$ cat src/inc/dcrm_pkg.sv
package dcrm_pkg;

  // ----------------------------------------------------------------
  // Frame and command codes
  // ----------------------------------------------------------------
  localparam int           FRAME_BITS   = 24;
  localparam logic [7:0]   ADDR_NOP     = 8'h00;
  localparam logic [7:0]   ADDR_DATA    = 8'h01;
  localparam logic [7:0]   ADDR_READ    = 8'h02;
  localparam logic [7:0]   ADDR_CONTROL = 8'h55;
  localparam logic [7:0]   ADDR_RESET   = 8'h56;
  localparam logic [7:0]   ADDR_CONFIG  = 8'h57;
  localparam logic [7:0]   ADDR_GAIN    = 8'h58;
  localparam logic [7:0]   ADDR_ZERO    = 8'h59;
  localparam logic [7:0]   ADDR_WDOG    = 8'h95;
  localparam logic [7:0]   ADDR_CRC     = 8'h96;

  // ----------------------------------------------------------------
  // Read addresses
  // ----------------------------------------------------------------
  localparam logic [1:0]   RD_STATUS    = 2'h0;
  localparam logic [1:0]   RD_DATA      = 2'h1;
  localparam logic [1:0]   RD_CONTROL   = 2'h2;
  localparam logic [5:0]   RD_CONFIG    = 6'h0b;
  localparam logic [5:0]   RD_GAIN      = 6'h13;
  localparam logic [5:0]   RD_ZERO      = 6'h17;

  // ----------------------------------------------------------------
  // Reset values and write masks
  // ----------------------------------------------------------------
  localparam logic [15:0]  REG_RESET     = 16'h0000;
  localparam logic [23:0]  FRAME_RESET   = 24'h000000;
  localparam logic [15:0]  CONTROL_WMASK = 16'hfff7;
  localparam logic [15:0]  CONFIG_WMASK  = 16'h07bf;
  localparam int           RESET_BIT     = 0;

  typedef struct packed {
    logic       clearLevelChoice;
    logic       rangeExtend;
    logic       externalResistorSelect;
    logic       outputEnable;
    logic [3:0] rampTickSelect;
    logic [2:0] rampIncrementSelect;
    logic       rampLimitOn;
    logic       reservedZero;
    logic [2:0] outputRange;
  } dcrm_control_t;

  typedef struct packed {
    logic frameCheckFault;
    logic timeoutFault;
    logic currentLoopFault;
    logic rampActive;
    logic thermalFault;
  } dcrm_status_t;

endpackage : dcrm_pkg

$ cat src/rtl/dcrm_pin_sync.sv
module dcrm_pin_sync #(
  parameter int WIDTH = 3
) (
  input  wire logic             clk,
  input  wire logic             arst_n,
  input  wire logic [WIDTH-1:0] pinIn,
  output logic      [WIDTH-1:0] pinSync
);

  logic [WIDTH-1:0] stageOne;

  always_ff @(posedge clk or negedge arst_n) begin
    if (!arst_n) begin
      stageOne <= '0;
      pinSync  <= '0;
    end else begin
      stageOne <= pinIn;
      pinSync  <= stageOne;
    end
  end

endmodule : dcrm_pin_sync

$ cat src/rtl/dcrm_register_map.sv
// Overview of operation
// (RL1) Address 0x55 writes the control register.
// (RL2) Bit 15 picks the voltage clear level.
// (RL3) Bit 14 extends voltage range ten percent.
// (RL4) Bit 13 selects the external current resistor.
// (RL5) Bit 12 enables outputs, else high impedance.
// (RL6) Bits 11:8 ramp clock, ignored when ramp off.
// (RL7) Bits 7:5 ramp step, ignored when ramp off.
// (RL8) Bit 4 enables ramping, else immediate change.
// (RL9) Host writes zero to control bit 3.
// (RL10) Narrow variant: low data bits ignored, read zero.
// (RL11) Command codes store nothing.
// (RL12) Status read-only with five flags; reset write-only.
// (RL13) Read command 0x02, next frame shifts out.
// (RL14) Decode data, reset, config, trims, commands.
// (RL15) Zero trim signed; gain and data unsigned.
// (RL16) Reset returns all fields to zero.
// (RL17) Writes take effect only at the latch edge.
module dcrm_register_map #(
  parameter int DATA_BITS = 16
) (
  input  wire logic                   clk,
  input  wire logic                   arst_n,
  input  wire logic                   sclk,
  input  wire logic                   sdi,
  input  wire logic                   latch,
  input  wire dcrm_pkg::dcrm_status_t statusIn,
  output logic                        sdo,
  output dcrm_pkg::dcrm_control_t     control,
  output logic [15:0]                 configuration,
  output logic [15:0]                 outputCode,
  output logic [15:0]                 gainTrim,
  output logic signed [15:0]          offsetTrim,
  output logic                        voltagePinEnable,
  output logic                        currentPinEnable,
  output logic [3:0]                  rampTick,
  output logic [2:0]                  rampStep,
  output logic                        watchdogRestart,
  output logic                        crcFaultClear,
  output logic                        softResetPulse
);
  import dcrm_pkg::*;

  // ----------------------------------------------------------------
  // Pin sampling and edge detection
  // ----------------------------------------------------------------
  // The serial pins run on the host's clock, so all three pass the same
  // two-stage synchroniser; equal latency keeps bit and latch ordering.
  logic [2:0]  pinSync;
  logic        sclkPrev;
  logic        latchPrev;

  dcrm_pin_sync #(.WIDTH(3)) pinSyncInst (
    .clk     (clk),
    .arst_n  (arst_n),
    .pinIn   ({sclk, sdi, latch}),
    .pinSync (pinSync)
  );

  wire sclkS     = pinSync[2];
  wire sdiS      = pinSync[1];
  wire latchS    = pinSync[0];
  wire sclkRise  = sclkS & ~sclkPrev;
  wire sclkFall  = ~sclkS & sclkPrev;
  wire latchRise = latchS & ~latchPrev;

  // ----------------------------------------------------------------
  // Frame decode
  // ----------------------------------------------------------------
  logic [23:0] frame;
  logic [23:0] outShift;

  wire [7:0]  addrByte = frame[23:16];
  wire [15:0] dataWord = frame[15:0];
  wire [5:0]  readAddr = frame[5:0];

  // Masks off low bits that the narrow variant does not hold.
  localparam logic [15:0] CODE_MASK = 16'(16'hffff << (16 - DATA_BITS));

  wire wrControl  = latchRise && (addrByte == ADDR_CONTROL); // [RL1] [RL17]
  wire wrData     = latchRise && (addrByte == ADDR_DATA);    // [RL14]
  wire wrConfig   = latchRise && (addrByte == ADDR_CONFIG);  // [RL14]
  wire wrGain     = latchRise && (addrByte == ADDR_GAIN);    // [RL14]
  wire wrZero     = latchRise && (addrByte == ADDR_ZERO);    // [RL14]
  wire doRead     = latchRise && (addrByte == ADDR_READ);    // [RL13]
  wire doWdog     = latchRise && (addrByte == ADDR_WDOG);    // [RL11] [RL14]
  wire doCrc      = latchRise && (addrByte == ADDR_CRC);     // [RL11] [RL14]
  // The reset register keeps nothing; only its trigger bit acts.
  wire doSoftRst  = latchRise && (addrByte == ADDR_RESET) && dataWord[RESET_BIT]; // [RL12] [RL16]

  // Reserved control bit 3 is not stored, so a careless host cannot set it.
  wire dcrm_control_t next_control = doSoftRst ? dcrm_control_t'(REG_RESET) :
                                     wrControl ? dcrm_control_t'(dataWord & CONTROL_WMASK) :
                                                 control; // [RL2] [RL3] [RL4] [RL9] [RL16]
  wire [15:0] next_config = doSoftRst ? REG_RESET : wrConfig ? (dataWord & CONFIG_WMASK) : configuration;
  wire [15:0] next_code   = doSoftRst ? REG_RESET : wrData ? (dataWord & CODE_MASK) : outputCode; // [RL10]
  wire [15:0] next_gain   = doSoftRst ? REG_RESET : wrGain ? (dataWord & CODE_MASK) : gainTrim;   // [RL10]
  wire [15:0] next_zero   = doSoftRst ? REG_RESET : wrZero ? (dataWord & CODE_MASK) : offsetTrim; // [RL15]

  // Slew fields only reach the ramp logic while ramping is on.
  wire [3:0] next_rampTick = next_control.rampLimitOn ? next_control.rampTickSelect : 4'h0;      // [RL6] [RL8]
  wire [2:0] next_rampStep = next_control.rampLimitOn ? next_control.rampIncrementSelect : 3'h0; // [RL7] [RL8]

  // ----------------------------------------------------------------
  // Readback selection
  // ----------------------------------------------------------------
  wire [15:0] statusWord = {11'h000, statusIn}; // [RL12]
  wire [15:0] readValue  = (readAddr[1:0] == RD_STATUS)  ? statusWord :
                           (readAddr[1:0] == RD_DATA)    ? outputCode :
                           (readAddr[1:0] == RD_CONTROL) ? 16'(control) :
                           (readAddr == RD_CONFIG)       ? configuration :
                           (readAddr == RD_GAIN)         ? gainTrim :
                           (readAddr == RD_ZERO)         ? offsetTrim :
                                                           REG_RESET;
  wire [23:0] next_outShift = doRead    ? {8'h00, readValue} : // [RL13]
                              latchRise ? FRAME_RESET :
                              sclkFall  ? {outShift[22:0], 1'b0} :
                                          outShift;

  // ----------------------------------------------------------------
  // Registers
  // ----------------------------------------------------------------
  always_ff @(posedge clk or negedge arst_n) begin
    if (!arst_n) begin
      sclkPrev  <= 1'b0;
      latchPrev <= 1'b0;
      frame     <= FRAME_RESET;
      outShift  <= FRAME_RESET;
    end else begin
      sclkPrev  <= sclkS;
      latchPrev <= latchS;
      frame     <= sclkRise ? {frame[22:0], sdiS} : frame; // [RL17]
      outShift  <= next_outShift;
    end
  end

  always_ff @(posedge clk or negedge arst_n) begin
    if (!arst_n) begin
      control          <= dcrm_control_t'(REG_RESET); // [RL16]
      configuration    <= REG_RESET;
      outputCode       <= REG_RESET;
      gainTrim         <= REG_RESET;
      offsetTrim       <= REG_RESET;
      voltagePinEnable <= 1'b0;
      currentPinEnable <= 1'b0;
      rampTick         <= 4'h0;
      rampStep         <= 3'h0;
    end else begin
      control          <= next_control;
      configuration    <= next_config;
      outputCode       <= next_code;
      gainTrim         <= next_gain;
      offsetTrim       <= next_zero;
      voltagePinEnable <= next_control.outputEnable; // [RL5]
      currentPinEnable <= next_control.outputEnable; // [RL5]
      rampTick         <= next_rampTick;
      rampStep         <= next_rampStep;
    end
  end

  always_ff @(posedge clk or negedge arst_n) begin
    if (!arst_n) begin
      sdo             <= 1'b0;
      watchdogRestart <= 1'b0;
      crcFaultClear   <= 1'b0;
      softResetPulse  <= 1'b0;
    end else begin
      sdo             <= next_outShift[23]; // [RL13]
      watchdogRestart <= doWdog;            // [RL11]
      crcFaultClear   <= doCrc;             // [RL11]
      softResetPulse  <= doSoftRst;         // [RL16]
    end
  end
endmodule : dcrm_register_map

$ cat config.mk
export PLATFORM = sky130hd
export DESIGN_NAME = dcrm_register_map
export DESIGN_NICKNAME = d
export VERILOG_FILES = /design/src/inc/dcrm_pkg.sv /design/src/rtl/dcrm_pin_sync.sv /design/src/rtl/dcrm_register_map.sv
export SDC_FILE = /design/constraint.sdc
export NUM_CORES = 1
export LEC_CHECK = 0
export BUFFER_PORTS_ARGS = -buffer_cell sky130_fd_sc_hd__buf_2
export CAP_MARGIN = 40
export CORE_ASPECT_RATIO = 1.2
export CORE_MARGIN = 2
export CORE_UTILIZATION = 24
export CTS_CLUSTER_SIZE = 14
export DETAILED_ROUTE_END_ITERATION = 7
export PLACE_DENSITY = 0.4
export SYNTH_ARGS = -nofsm -noshare
export SYNTH_HDL_FRONTEND = slang
export SYNTH_SLANG_ARGS = --single-unit
$ cat constraint.sdc
create_clock -name clk -period 2 [get_ports clk]
set_input_delay 0.3 -clock clk [delete_from_list [all_inputs] [get_ports clk]]
set_output_delay 0.3 -clock clk [all_outputs]
set_load 0.02 [all_outputs]
==> Word-level counts from Yosys, hierarchy flattened <==
Cells that the tools add are included.
{ "word_totals": {"register_bits": 146, "wordCells": 83, "out_inout_bits": 93, "input_bits": 10} }
{ "classes": {"bitwise": 6, "n_mux": 21, "reduce_logical": 17, "n_eq_ne": 14} }
{ "ops": {"columns": ["op", "count"], "rows": [
  ["$mux W16", 16],
  ["$mux W24", 3],
  ["$eq A8 B7 Y1 const B", 5],
  ["$eq A8 B8 Y1 const B", 2],
  ["$eq A6 B5 Y1 const B", 2],
  ["$logic_and A1 B1 Y1", 10],
  ["$reduce_bool A2 Y1", 5],
  ["$eq A8 B1 Y1 const B", 1],
  ["$eq A8 B2 Y1 const B", 1],
  ["$eq A6 B4 Y1 const B", 1],
  ["$mux W4", 1],
  ["$and A1 B1 Y1", 3],
  ["$mux W3", 1],
  ["$not A1 Y1", 3],
  ["$reduce_bool A3 Y1", 1],
  ["$eq A2 B1 Y1 const B", 1],
  ["$eq A2 B2 Y1 const B", 1],
  ["$logic_not A2 Y1", 1]
]} }

==> Longest topological paths before layout <==
{ "depth": {"word_depth": 8, "ltp_mapped": 7, "ltp_nobuf": 4} }

==> By module <==
Synthesis repeated with hierarchy kept, for this count alone.
{ "unflattened": {"cells_unflattened": 603, "area_unflattened_um2": 6426.2} }
{ "by_module_without_submodules": {"columns": ["mod", "instances", "area_each_um2", "cells_per_inst", "seq_area_each_um2"], "rows": [
  ["dcrm_register_map", 1, 6276.0, 597, 3328.2],
  ["dcrm_pin_sync", 1, 150.1, 6, 150.1]
]} }

==> Least setup slack after synthesis <==
No wires, ideal clock.
{ "synth_path": {"path_kind": "register -> register", "from": "reg frame[3]", "to": "reg outShift[11]", "path_slack_ns": 0.357, "arrival_time_ns": 1.570, "path_stages_with_launch": 6, "n_path_buf": 1, "setup_time_ns": 0.073, "synth_period_minus_slack_ns": 1.643, "required_ns": 1.927, "cell_sequence": "dfrtp_1 -> buf_2 -> or3b_4 -> or3_1 -> a211o_1 -> a21oi_2"} }
{ "synth_via": {"elab_chain_cells": 8, "elab_cells_between_ends": 10, "cone_classes": "eq/ne (3); mux (7)"} }
{ "synth_rtl": {"columns": ["item", "line", "source"], "rows": [
  ["from (decl)", "dcrm_register_map.sv:70", "logic [23:0] frame;"],
  ["from (signal assigned)", "dcrm_register_map.sv:132", "frame <= sclkRise ? {frame[22:0], sdiS} : frame;"],
  ["$eq A6 B5 Y1", "dcrm_register_map.sv:113", "(readAddr == RD_ZERO) ? offsetTrim :"],
  ["$mux W16", "dcrm_register_map.sv:113", null],
  ["$mux W16", "dcrm_register_map.sv:112", "(readAddr == RD_GAIN) ? gainTrim :"],
  ["$mux W16 *", "dcrm_register_map.sv:111", "(readAddr == RD_CONFIG) ? configuration :"],
  ["$mux W16 *", "dcrm_register_map.sv:110", "(readAddr[1:0] == RD_CONTROL) ? 16'(control) :"],
  ["$mux W16 *", "dcrm_register_map.sv:109", "(readAddr[1:0] == RD_DATA) ? outputCode :"],
  ["$mux W16 *", "dcrm_register_map.sv:108", "wire [15:0] readValue = (readAddr[1:0] == RD_STATUS) ? statusWord :"],
  ["$mux W24 *", "dcrm_register_map.sv:115", "wire [23:0] next_outShift = doRead ? {8'h00, readValue} :"],
  ["to (signal assigned)", "dcrm_register_map.sv:133", "outShift <= next_outShift;"],
  ["to (decl)", "dcrm_register_map.sv:71", "logic [23:0] outShift;"]
]} }
Mark *: on every way between the ends. The rest lies on a longest branch, timed or not.
A chain may end at the register's enable or synchronous reset.

==> Worst setup path after layout <==
{ "layout_path": {"from": "reg frame[5]", "to": "reg outShift[11]"} }
The elaborated chain is that of the path after synthesis.

==> results.env <==
WIRELENGTH_UM=20200
POST-CTS-SETUP-BUFFER-COUNT=0
CLASSIFICATION_OF_THE_WORST_SLACK_HOLD_PATH='in -> reg'
HPWLAFTERDP_UM=14300
CRITPATHLAUNCHTYPE='register'
CRITICALPATHCATEGORY='reg -> reg'
MAX-CAP-VIOLATIONS=0
GR-TOTAL-OVERFLOW=0
CTS-ROOT-TO-SINK-BUFFERS=2
RSZ0062_AT_GRT='false'
POWER.STATIC_LEAKAGE_nW=4.20
AREA_DELTA_SYNTH_FINAL_PCT=26.9
WORST_CASE_HOLD_SLACK_PS=335
GRTUSAGETOTAL=0.148
DIE_H_UM=183
SETUP_VIOL=0
STD_CELL_ROWS=65
START_UTIL=0.243
FINALWORSTSETUPSLACK_PS=138
WORST_SKEW_PAIR.LATE_LATENCY_PS=430
FINALNETCOUNT=706
CHIPWIDTH_UM=153
TIMING.FINAL.CRIT_SHARE=0.931
CTSHTREEMAXLEVEL=4
DRT_FIRST_PASS_ITERS=5
YS_ASYNC_SR_FRACTION=1.00
FIRST_GLOBAL_VIAS=5085
ANTENNADIODECOUNT=0
WORST_SETUP_PATH_END_KIND='register'
YS_FLOP_TYPE='sky130_fd_sc_hd__dfrtp_1'
RELSLEWSLACK=0.641
VIAS_PER_CELL=4.72
FINAL_DESIGN_AREA_NO_FILL_MM2=0.00811
CLOCK_TREE_FROM_TRITONCTS='yes'
WIRE_LENGTH_OF_THE_FIRST_GLOBAL_ROUTING_PASS_UM=31600
ROUTED-VIA-COUNT=4931
YS_SEQ_AREA_FRAC=0.545
FINAL_REPORT_HOLD_VIOLATION_COUNT=0
RUN_STATUS='complete, no violations'
TRITONCTS_NUM_SINKS=139
MOST_USED_CELLS_IN_THE_LAYOUT_EXCLUDING_FILL_AND_TAP_CELLS='sky130_fd_sc_hd__dfrtp_1 (139), sky130_fd_sc_hd__buf_2 (94), sky130_fd_sc_hd__mux2i_1 (81)'
FINALMAXSLEWVIOLATIONS=0
YOSYSWARNINGCOUNT=0
DRT-INITIAL-DRC-COUNT=290
CTS.ROOT.BUFFER_CELL='sky130_fd_sc_hd__clkbuf_16'
CLOCK.FMAX_GHz=0.537
SYNTH.LIB_CELLS_USED.DISTINCT=49
SHARE_OF_CELLS_ABOVE_DRIVE_STRENGTH_1=0.288
PLACED_CELL_AREA_MM2=0.00739
WORSTPATHMAXFANOUT=15
PEAKVDDDROP_uV=596
SYNTH_AREA_MM2=0.00639
SYNTHTOPCELLSBYAREA='sky130_fd_sc_hd__dfrtp_1 (54%), sky130_fd_sc_hd__mux2i_1 (13%), sky130_fd_sc_hd__mux2_2 (4.2%)'
FLOORPLAN.DIE_AREA_MM2=0.0279
SYNTH.LARGEST_AREA_CELL='sky130_fd_sc_hd__dfrtp_1'
SYNTH.FF_LATCH_COUNT=139
FINALSETUPTNS_PS=0
DETAIL_ROUTE.WL_PER_CELL_UM=19.4
ARRIVAL_PS=2220
REMAINING_ROUTING_DRC_VIOLATIONS=0
PRE_CTS_SLACK_PS=156
IO_BUFFERS=95
MOSTFREQUENTLAYOUTCELL='sky130_fd_sc_hd__dfrtp_1'
CLK_PIN_SLEW_WORST_PATHS_PS=60
TRITONCTS.NUM_BUFFERS=17
SLEW_AT_THE_PIN_CLOSEST_TO_ITS_MAX_SLEW_LIMIT_PS=537
WORST_CLOCK_SKEW_PS=13.5
FINAL.MIN_CLOCK_PERIOD_PS=1860
POWER_PER_CELL_AREA_mW_PER_MM2=1020
SYNTH.TOP_CELL.AREA_SHARE=0.545
COREAREA_MM2=0.0263
GP_CONGESTION=0.828
INITIAL_ANTENNA_VIOLATION_COUNT=0
POSTROUTEANTENNANETS=0
SYNTH_EDF_COUNT=0
WORSTPATHREQUIRED_PS=2360
IOS=103
SYN_INST=590
POST_SYNTH.CELL_AREA_AVG_UM2=10.8
GRT_START_MAX_NET_PINS=52
-- flip-flops by register name (all words and copies together) (netlist names), 4 cells and up --
register	flops
frame	24
outShift	24
gainTrim	16
outputCode	16
configuration	10
rampTick	4
offsetTrim	16
control	15
-- logic make-up after synthesis --
family          after synthesis  share of synthesized area
simple gates                182                      0.136
flops                       139                      0.545
compound gates              106                      0.106
mux                         105                      0.169
buf+inv                      57                     0.0441
other cells                   1                   0.000587
-- critical path, stage by stage (launching register included) --
cell                      delay [ps]
sky130_fd_sc_hd__dfrtp_1         470
sky130_fd_sc_hd__or3b_4          540
sky130_fd_sc_hd__or3_1           390
sky130_fd_sc_hd__a211o_1         280
sky130_fd_sc_hd__a21oi_2         110
-- report_power, final --
group / total [W] / switching, W / internal [W] / leakage, nW
sequential: 0.00342 / 0.000400 / 0.00302 / 1.88
combinational: 0.00119 / 0.000688 / 0.000504 / 2.00
clock: 0.00363 / 0.00129 / 0.00234 / 0.312
total: 0.00825 / 0.00238 / 0.00587 / 4.20
-- cell type report --
| class | instances | area [um^2] |
|---|---|---|
| clock buffer | 17 | 425 |
| timing repair buffer | 135 | 867 |
| inverter | 3 | 11.3 |
| fill | 2697 | 18200 |
| tap | 335 | 419 |
| clock inverter | 15 | 245 |
| multi-input combinational | 400 | 2660 |
| sequential | 139 | 3480 |
-- synthesized netlist by cell type, types with 2 or more instances --
cell type / n
sky130_fd_sc_hd__a2111oi_0: 2
sky130_fd_sc_hd__a211o_1: 5
sky130_fd_sc_hd__a211oi_1: 3
sky130_fd_sc_hd__a21oi_1: 47
sky130_fd_sc_hd__a21oi_2: 5
sky130_fd_sc_hd__a22oi_1: 2
sky130_fd_sc_hd__a31oi_1: 3
sky130_fd_sc_hd__and3_1: 3
sky130_fd_sc_hd__buf_1: 6
sky130_fd_sc_hd__buf_2: 21
sky130_fd_sc_hd__buf_4: 11
sky130_fd_sc_hd__clkbuf_1: 16
sky130_fd_sc_hd__dfrtp_1: 139
sky130_fd_sc_hd__inv_1: 3
sky130_fd_sc_hd__mux2_2: 24
sky130_fd_sc_hd__mux2i_1: 81
sky130_fd_sc_hd__nand2_1: 53
sky130_fd_sc_hd__nand2b_1: 4
sky130_fd_sc_hd__nand3_1: 19
sky130_fd_sc_hd__nand3_2: 3
sky130_fd_sc_hd__nor2_1: 69
sky130_fd_sc_hd__nor2b_1: 9
sky130_fd_sc_hd__nor3_1: 5
sky130_fd_sc_hd__o21ai_0: 15
sky130_fd_sc_hd__o21bai_1: 2
sky130_fd_sc_hd__o221ai_1: 4
sky130_fd_sc_hd__o2bb2ai_1: 8
sky130_fd_sc_hd__o32ai_1: 3
sky130_fd_sc_hd__or3_1: 5
-- layer usage --
layer  vias to the layer above  wire length [um]  track usage
met1                      2497              8970        0.185
met4                         0               604       0.0681
met3                        33               703       0.0306
li1                       2274                 -            -
met2                       127              9950        0.247
met5                         -                 0            0
-- path summary, 6_finish.rpt --
| check | from | endpoint | slack [ps] | cells past startpoint |
|---|---|---|---|---|
| setup / recovery | frame[5] | outShift[11] | 140 | 4 |
| hold / removal | statusIn[1] | outShift[1] | 330 | 3 |
| setup reg to reg | frame[5] | outShift[11] | 140 | 4 |
| hold reg to reg | pinSyncInst.stageOne[0] | pinSyncInst.pinSync[0] | 350 | 0 |
| max in group asynchronous | arst_n | outputCode[4] | 970 | 3 |
| min in group asynchronous | arst_n | gainTrim[3] | 370 | 2 |
-- per-stage QoR --
step | utilization | total power, W | std cells
2_1_floorplan | - | 0.00406 | 596
3_3_place_gp | 0.281 | 0.00464 | 1008
3_5_place_dp | 0.281 | 0.00467 | 1008
4_1_cts | 0.308 | 0.00835 | 1044
5_1_grt | 0.309 | 0.00859 | 1044
6_report | 0.309 | 0.00825 | 1044
-- repair_timing --
item / 4_1_cts / 5_1_grt
hold buffers: 4 / 0
resized for setup: 0 / 1
endpoints found under the hold margin: 45 / 0
setup endpoints to repair: 0 / 1
No activity file was read; power rests on OpenSTA's default activity.
